### src/shared/cdc_consts.svh
// constants for the cassette device control block
`ifndef CDC_CONSTS_SVH
`define CDC_CONSTS_SVH
`define CDC_ADDR_CTRL 4'h0
`define CDC_ADDR_INHIBIT 4'h1
`define CDC_ADDR_STATUS 4'h2
`define CDC_ADDR_IRQ_STAT 4'h3
`define CDC_ADDR_IRQ_MASK 4'h4
`define CDC_CH_PB_ON 7'h11
`define CDC_CH_REC_ON 7'h12
`define CDC_CH_PB_OFF 7'h13
`define CDC_CH_REC_OFF 7'h14
`define CDC_CH_ETX 7'h03
`define CDC_CH_CR 7'h0d
`define CDC_BLOCK_LEN 7'h56
`define CDC_CTRL_AUTO 0
`define CDC_CTRL_STOPERR 1
`define CDC_CTRL_ETX 2
`define CDC_CTRL_BINARY 3
`define CDC_CTRL_CONTINUOUS_TAPE_FORMAT 4
`define CDC_CTRL_RESET 5'h11
`define CDC_INHIBIT_RESET 12'h000
`define CDC_EV_PB 0
`define CDC_EV_REC 1
`define CDC_EV_ERR 2
`define CDC_EV_BLOCK 3
`endif

### src/shared/cdc_pkg.sv
// types for the cassette device control block
package cdc_pkg;
   typedef enum logic [1:0] {
      CDC_SRC_TX = 2'b00,
      CDC_SRC_RX = 2'b01,
      CDC_SRC_LOCAL = 2'b10
   } cdc_src_t;
   typedef struct packed {
      logic valid;
      cdc_src_t src;
      logic [7:0] data;
   } cdc_char_t;
   typedef struct packed {
      logic [3:0] addr;
      logic [31:0] wdata;
      logic wr;
      logic rd;
   } cdc_bus_t;
   typedef enum logic [1:0] {
      CDC_PB_IDLE = 2'b00,
      CDC_PB_RUN = 2'b01,
      CDC_PB_LAST = 2'b10
   } cdc_pb_state_t;
   typedef struct packed {
      logic pbOn;
      logic recOn;
      cdc_pb_state_t pbState;
      logic [6:0] fill;
      logic [4:0] ctrl;
      logic [11:0] inhibit;
      logic [3:0] irqStat;
      logic [3:0] irqMask;
      logic [31:0] rdata;
      logic recStart;
      logic pbSend;
      logic [7:0] pbData;
   } cdc_state_t;
endpackage : cdc_pkg

### src/verilog/cdc_top.sv
// cassette transport control driven by in-band device control characters
`timescale 1ns/1ps
`default_nettype none
`include "cdc_consts.svh"

module cdc_top
   import cdc_pkg::*;
(
   input wire logic clk,
   input wire logic rst,
   input wire cdc_char_t lineChar,
   input wire cdc_char_t tapeChar,
   input wire logic tapeReadErr,
   input wire cdc_bus_t bus,
   output logic [31:0] rdata,
   output logic playbackOn,
   output logic recordOn,
   output logic recordStart,
   output logic pbSendValid,
   output logic [7:0] pbSendData,
   output logic irq
);
   // ------------------------------------------------------------------
   // state
   // ------------------------------------------------------------------
   cdc_state_t s_q;
   cdc_state_t s_d;

   logic autoOn;
   logic etxTrig;
   logic [6:0] code;
   logic [3:0] fn;
   logic [3:0] allow;
   logic [3:0] ev;
   logic [3:0] wrClr;
   logic blockDone;
   logic enter;
   logic tapeStop;

   // ------------------------------------------------------------------
   // command decode
   // ------------------------------------------------------------------
   always_comb
   begin
      autoOn = s_q.ctrl[`CDC_CTRL_AUTO];
      // binary format overrides the etx strap, so both can never act together
      etxTrig = s_q.ctrl[`CDC_CTRL_ETX] & ~s_q.ctrl[`CDC_CTRL_BINARY];
      code = lineChar.data[6:0];
      fn = 4'h0;
      if (lineChar.valid)
      begin
         fn[0] = (code == `CDC_CH_PB_ON);
         fn[1] = (code == `CDC_CH_REC_ON);
         fn[2] = (code == `CDC_CH_PB_OFF);
         fn[3] = (code == `CDC_CH_REC_OFF);
      end
      // inhibit bits: [3:0] transmit, [7:4] receive, [11:8] local
      unique case (lineChar.src)
         CDC_SRC_TX: allow = ~s_q.inhibit[3:0];
         CDC_SRC_RX: allow = ~s_q.inhibit[7:4];
         CDC_SRC_LOCAL: allow = ~s_q.inhibit[11:8];
         default: allow = 4'h0;
      endcase
      fn = fn & allow & {4{autoOn}};
      // a tape-read stop code only counts when the transmit mode allows it
      tapeStop = tapeChar.valid & autoOn & ~s_q.inhibit[2]
         & (tapeChar.data[6:0] == `CDC_CH_PB_OFF);
      enter = lineChar.valid & s_q.recOn;
   end

   // ------------------------------------------------------------------
   // next state
   // ------------------------------------------------------------------
   always_comb
   begin
      s_d = s_q;
      s_d.recStart = 1'b0;
      s_d.pbSend = 1'b0;
      blockDone = 1'b0;
      ev = 4'h0;
      wrClr = 4'h0;

      // record transport latch, on wins only if off absent
      if (fn[3])
         s_d.recOn = 1'b0;
      else if (fn[1])
         s_d.recOn = 1'b1;

      // block filling and record start
      if (enter)
      begin
         if (s_q.ctrl[`CDC_CTRL_CONTINUOUS_TAPE_FORMAT])
         begin
            if (etxTrig && code == `CDC_CH_ETX)
               blockDone = 1'b1;
            else if (s_q.fill == `CDC_BLOCK_LEN - 7'h01)
               blockDone = 1'b1;
         end
         else if (code == `CDC_CH_CR || s_q.fill == `CDC_BLOCK_LEN - 7'h01)
            blockDone = 1'b1;
         s_d.fill = blockDone ? 7'h00 : s_q.fill + 7'h01;
      end
      if (!s_d.recOn)
         s_d.fill = 7'h00;
      s_d.recStart = blockDone;

      // playback transport
      unique case (s_q.pbState)
         CDC_PB_IDLE:
         begin
            if (fn[0])
               s_d.pbState = CDC_PB_RUN;
         end
         CDC_PB_RUN:
         begin
            if (fn[2])
               s_d.pbState = CDC_PB_IDLE;
            else if (tapeReadErr && s_q.ctrl[`CDC_CTRL_STOPERR])
               s_d.pbState = CDC_PB_IDLE;
            else if (tapeChar.valid)
            begin
               // errored data still goes out when the stop strap is clear
               s_d.pbSend = 1'b1;
               s_d.pbData = tapeChar.data;
               if (tapeStop)
                  s_d.pbState = CDC_PB_LAST;
            end
         end
         CDC_PB_LAST:
         begin
            if (fn[2] || (tapeReadErr && s_q.ctrl[`CDC_CTRL_STOPERR]))
               s_d.pbState = CDC_PB_IDLE;
            else if (tapeChar.valid)
            begin
               s_d.pbSend = 1'b1;
               s_d.pbData = tapeChar.data;
               s_d.pbState = CDC_PB_IDLE;
            end
         end
         default: s_d.pbState = CDC_PB_IDLE;
      endcase
      s_d.pbOn = (s_d.pbState != CDC_PB_IDLE);

      // register writes
      if (bus.wr)
      begin
         unique case (bus.addr)
            `CDC_ADDR_CTRL: s_d.ctrl = bus.wdata[4:0];
            `CDC_ADDR_INHIBIT: s_d.inhibit = bus.wdata[11:0];
            `CDC_ADDR_IRQ_STAT: wrClr = bus.wdata[3:0];
            `CDC_ADDR_IRQ_MASK: s_d.irqMask = bus.wdata[3:0];
            default: ;
         endcase
      end

      // sticky events, a new event wins over a clear
      ev[`CDC_EV_PB] = s_d.pbOn ^ s_q.pbOn;
      ev[`CDC_EV_REC] = s_d.recOn ^ s_q.recOn;
      ev[`CDC_EV_ERR] = tapeReadErr & s_q.pbOn;
      ev[`CDC_EV_BLOCK] = blockDone;
      s_d.irqStat = (s_q.irqStat & ~wrClr) | ev;

      // read data, one cycle after the strobe, zero elsewhere
      s_d.rdata = 32'h0000_0000;
      if (bus.rd)
      begin
         unique case (bus.addr)
            `CDC_ADDR_CTRL: s_d.rdata = {27'h0, s_q.ctrl};
            `CDC_ADDR_INHIBIT: s_d.rdata = {20'h0, s_q.inhibit};
            `CDC_ADDR_STATUS: s_d.rdata = {21'h0, s_q.fill, s_q.pbState, s_q.recOn, s_q.pbOn};
            `CDC_ADDR_IRQ_STAT: s_d.rdata = {28'h0, s_q.irqStat};
            `CDC_ADDR_IRQ_MASK: s_d.rdata = {28'h0, s_q.irqMask};
            default: s_d.rdata = 32'h0000_0000;
         endcase
      end
   end

   // ------------------------------------------------------------------
   // registers
   // ------------------------------------------------------------------
   always_ff @(posedge clk)
   begin
      if (rst)
      begin
         s_q <= '0;
         s_q.pbState <= CDC_PB_IDLE;
         s_q.ctrl <= `CDC_CTRL_RESET;
         s_q.inhibit <= `CDC_INHIBIT_RESET;
      end
      else
         s_q <= s_d;
   end

   assign rdata = s_q.rdata;
   assign playbackOn = s_q.pbOn;
   assign recordOn = s_q.recOn;
   assign recordStart = s_q.recStart;
   assign pbSendValid = s_q.pbSend;
   assign pbSendData = s_q.pbData;
   assign irq = |(s_q.irqStat & s_q.irqMask);
endmodule : cdc_top
`default_nettype wire

### config.mk
export PLATFORM = sky130hd
export DESIGN_NAME = cdc_top
export DESIGN_NICKNAME = d
export VERILOG_FILES = /design/src/shared/cdc_pkg.sv /design/src/verilog/cdc_top.sv
export VERILOG_INCLUDE_DIRS = /design/src /design/src/shared
export SDC_FILE = /design/constraint.sdc
export NUM_CORES = 1
export LEC_CHECK = 0
export ABC_AREA = 1
export ABC_CLOCK_PERIOD_IN_PS = 1700
export CELL_PAD_IN_SITES_DETAIL_PLACEMENT = 1
export CELL_PAD_IN_SITES_GLOBAL_PLACEMENT = 2
export CORE_UTILIZATION = 34
export DETAILED_ROUTE_END_ITERATION = 12
export DONT_BUFFER_PORTS = 1
export PLACE_DENSITY = 0.91
export SYNTH_ARGS = -nofsm -noshare
export SYNTH_HDL_FRONTEND = slang
export SYNTH_SLANG_ARGS = --single-unit
### constraint.sdc
create_clock -name clk -period 1.7 [get_ports clk]
set_input_delay 0.34 -clock clk [delete_from_list [all_inputs] [get_ports clk]]
set_output_delay 0.34 -clock clk [all_outputs]
set_load 0.005 [all_outputs]
-- Word level (Yosys, flattened, before mapping)
Index checks and enable logic that the tools add are counted.
- word-level logic and storage cells: 96
- register bits: 78
- output and inout bits: 45
- bitwise logic cells: 21
- $add $sub $neg: 1
- muxes and demuxes: 27
- equal/unequal tests: 19
- reduce and logical (&&, ||, !) cells: 16
- operator list (kind ; count):
    12-bit one-hot mux with 5 select lines ; 1
    9-bit two-way mux ; 4
    7-bit by 5-bit == test with 1-bit output (second input constant) ; 5
    9-bit one-hot mux with 2 select lines ; 1
    4-bit bitwise AND ; 4
    4-bit inverter ; 4
    2-bit two-way mux ; 7
    4-bit two-way mux ; 3
    4-bit one-hot mux with 3 select lines ; 1
    4-bit by 2-bit == test with 1-bit output (second input constant) ; 2
    1-bit two-way mux ; 8
    7-bit by 1-bit adder with 7-bit output (second input constant) ; 1
    7-bit by 2-bit == test with 1-bit output (second input constant) ; 1
    7-bit by 4-bit == test with 1-bit output (second input constant) ; 1
    7-bit == test (second input constant) ; 1
    7-bit two-way mux ; 1
    1-bit bitwise AND ; 6
    2-bit != test (second input constant) ; 3
    2-bit one-hot mux with 3 select lines ; 1
    2-bit AND reduction ; 3
    2-bit by 1-bit == test with 1-bit output (second input constant) ; 2
    2-bit == test (second input constant) ; 2
    4-bit by 1-bit == test with 1-bit output (second input constant) ; 1
    4-bit by 3-bit == test with 1-bit output (second input constant) ; 1
    11 further kinds ; 20

-- Depth between registers and ports, before layout
- word-level depth: 11
- mapped depth: 14
- depth with buffers taken out: 14

-- Least setup slack after synthesis
Ideal clock, no wire load.
- path kind: reg-to-reg
- start point: register s_q[75] (netlist bit)
- end point: register s_q (netlist bit pbSendData[0])
- path slack: 0.259 ns
- data required time: 1.634 ns
- period minus slack after synthesis: 1.441 ns
- stages on the path, launching flop included: 8
- arrival time: 1.375 ns
- cell sequence: dfxtp_1 inv_1 ha_1 nor2_1 nor2_8 a21oi_4 o21ai_2 a21oi_2
- cells in the longest elaborated chain, start to end: 3
- elaborated cells between the ends (all ways): 8
- classes of those cells: eq/ne (5); mux (1); reduce/logical (2)
- ends and longest elaborated chain (item ; RTL line ; source):
    from (decl) ; cdc_top.sv:26 ; cdc_state_t s_q;
    2-bit == test / 2-bit by 1-bit == test with 1-bit output (equally long branches) ; cdc_top.sv:108 ; unique case (s_q.pbState)
    2-bit != test (no source line) / 2-bit nonzero test (equally long branches) ; -- ;
    4-bit AND reduction (no source line) ; -- ;
Parallel ways exist; a longest one is shown, timed or not.
A chain may end at the register's enable or synchronous reset.

-- Final worst setup path
- start point: register s_q[74] (netlist bit)
- end point: register s_q[46] (netlist bit)
- cells in the longest elaborated chain, start to end: 8
- elaborated cells between the ends (all ways): 14
- classes of those cells: eq/ne (2); mux (8); bitwise (2); reduce/logical (2)
- ends and longest elaborated chain (item ; RTL line ; source):
    2-bit two-way mux ; cdc_top.sv:125 ; if (tapeStop)
    2-bit two-way mux ; cdc_top.sv:120 ; else if (tapeChar.valid)
    2-bit two-way mux ; cdc_top.sv:118 ; else if (tapeReadErr && s_q.ctrl[`CDC_CTRL_STOPERR])
    2-bit two-way mux ; cdc_top.sv:116 ; if (fn[2])
    2-bit one-hot mux with 3 select lines * ; cdc_top.sv:108 ;
    2-bit nonzero test * ; cdc_top.sv:142 ; s_d.pbOn = (s_d.pbState != CDC_PB_IDLE);
    1-bit XOR * ; cdc_top.sv:157 ; ev[`CDC_EV_PB] = s_d.pbOn ^ s_q.pbOn;
    4-bit OR * ; cdc_top.sv:161 ; s_d.irqStat = (s_q.irqStat & ~wrClr) | ev;
Mark *: on every way between the ends. The rest lies on a longest branch, timed or not.

==> impl_metrics.tcl <==
set metrics [dict create \
    grt_start_max_net_pins 24 \
    finalHoldViolCount 0 \
    routabilityCongestion 0.843 \
    utilization 0.367 \
    setup_viol 0 \
    min_period_over_period 0.908 \
    ir_worst_vdd_mv 0.303 \
    cts_root_buf "clkbuf_8" \
    start_util 0.355 \
    holdCritStartpoint "rst" \
    grtUsageTotal 0.181 \
    drv_slew 0 \
    cts_hold_buf 0 \
    vias_per_cell 4.91 \
    postCtsSetupBuffers 0 \
    grt_first_pass_wirelength_mm 13.5 \
    multi_input_area_sq_um 1460 \
    yosysSeqAreaShare 0.372 \
    pin_count 108 \
    layout.nets 475 \
    grt_pass1_vias 2721 \
    worst-setup-path-type "reg2reg" \
    layout_common_cells "62 x nand2_1, 56 x dfxtp_1, 55 x inv_1, 42 x a21oi_1, 24 x nand3_1" \
    grt_setup_unrepaired "no" \
    critPathLaunch "s_q[74]" \
    clock_latency_ns 0.34 \
    n_antenna_cell 0 \
    final_area_sq_um 3240 \
    core_area_sq_um 8810 \
    avgRoutedWirePerCell_microns 15.6 \
    synth.top_cells.by_area "dfxtp_1 37%, buf_4 9.6%, nand2_1 7.5%, a21oi_1 6.7%, inv_1 6.7%" \
    drt-pass1-iter-count 8 \
    overflow 0 \
    synth_area_sq_um 3120 \
    worstHoldPathType "in2reg" \
    die_h_microns 97.8 \
    hold_ws_ns 0.0595 \
    fin_skew_ns 0.0102 \
    synth_top_area_frac 0.372 \
    path_max_fanout 4 \
    cp_data_required_time_ns 1.95 \
    antenna_found_initial 0 \
    crit_arrival_ns 1.79 \
    cts_made_buffers 9 \
    min_period_ns 1.54 \
    path_common_cell "nand2_1" \
    fmax_mhz 648 \
    area_delta_synth_final_pct 3.61 \
    crit_slowest_cell "dfxtp_1" \
    drive_above_1_share 0.149 \
    drtIter0Drc 87 \
    path_cells "inv_2 > ha_1 > nand2_1 > o21bai_1 > nand2_1 > o21ai_1 > nand2_1 > nand3_1 > nand3_1 > nand2_1 > inv_1" \
    regArea_sq_um 1160 \
    dp_hpwl_mm 6.23 \
    dr_total_vias 2541 \
    place.port_buffers 0 \
    status "complete, but fails checks" \
    finalPower_w 0.00282 \
    p_leak_nw 1.25 \
    max-cap-violations 0 \
    syn_area_per_cell_sq_um 7.45 \
    netlist_instances 419 \
    fillers 1104 \
    cts_buffer_depth 2 \
    cts_resized 0 \
    maxSlewHeadroom 0.661 \
    worst_pin_slew_ns 0.507 \
    yosysWarnings 0 \
    final_antenna_net_count 0 \
    max_stage_delay_ns 0.34 \
    end_kind "register" \
    rows 34 \
    fp.dieW_microns 97.8 \
    violations "design-rule violations" \
    yosysUniqueCellTypes 39 \
    crit_buf_inv 2 \
    start_kind "register" \
    power.density_nw_per_um2 871 \
    r2r_start "s_q[74]" \
    wl_mm 8.08 \
    h-tree-depth 3 \
    cts_sinks 58 \
    layout_commonest_cell "nand2_1" \
    cp_top_family "simple AND/OR/NAND/NOR gates" \
    ys_seq_elements 58 \
    fp.dieArea_sq_um 9570 \
    tns_ns 0 \
    yosys.area.top_type "dfxtp_1" \
    detail_route.drc_violations 12 \
    placed_area_sq_um 3030 \
    clk_pin_slew_ns 0.07 \
    cts_tree "built" \
]
==> flip-flops by register name, indices dropped and copies added, names as in the netlist <==
name         flops
recordStart      1
pbSendData       8
pbSendValid      1
rdata           12
playbackOn       1
recordOn         1
autoOn           1
s_q             33
==> synthesized netlist by cell type (all sizes together) <==
cell	number
o221ai	1
o21ai	34
buf	44
o41ai	1
a211oi	1
ha	6
inv	62
o311ai	1
nor4	2
dfxtp	58
clkbuf	6
clkinv	1
conb	1
nor3	12
nand3	27
nand2	69
a31oi	1
xor2	2
o21bai	1
nand4	4
a221oi	3
o22ai	6
a21oi	45
nor2	30
o211ai	1
==> layout make-up <==
type / instances / area share
repair buffers: 7 / 0.0162
flip-flops and latches: 58 / 0.360
inverters: 63 / 0.0731
clock inverters: 5 / 0.0170
multi-input cells: 267 / 0.450
well taps: 108 / 0.0418
clock buffers: 10 / 0.0425
==> power by group <==
group	switching, W	leakage (nW)	total, W	internal (W)
combinational	0.000103	0.684	0.000150	0.0000465
sequential	0.00000713	0.468	0.00138	0.00137
clock	0.000588	0.0941	0.00129	0.000703
total	0.000699	1.25	0.00282	0.00212
==> stage by stage <==
stage          setup slack [ns]  instances
2_1_floorplan             0.259        438
3_3_place_gp             0.0784        503
3_5_place_dp             0.0198        503
4_1_cts                  0.0113        518
5_1_grt                 0.00127        518
6_report                  0.157        518
==> kinds of logic after synthesis <==
group                    count (synthesis)  share of synthesized area
other                                    1                    0.00120
adder cells (fa/ha/maj)                  6                     0.0240
AO/OA/AOI/OAI                           95                      0.173
AND/OR/NAND/NOR                        144                      0.237
flip-flops                              58                      0.372
XOR/XNOR                                 2                    0.00561
buffers and inverters                  113                      0.187
==> final timing paths <==
| kind | slack (ns) | cells after the start | end |
|---|---|---|---|
| max | 0.16 | 11 | s_q[46] |
| min | 0.06 | 1 | s_q[57] |
| max reg2reg | 0.16 | 11 | s_q[46] |
| min reg2reg | 0.47 | 2 | rdata[8] |
==> metal layers <==
metal | wire length (microns) | vias up | share of wire | GRT usage
met5 | 0 | - | 0 | 0
met4 | 118 | 0 | 0.015 | 0.0664
met3 | 537 | 14 | 0.066 | 0.0523
met2 | 3830 | 70 | 0.47 | 0.307
met1 | 3590 | 1179 | 0.44 | 0.218
li1 | - | 1278 | - | -
Power figures use the tool's default switching activity.
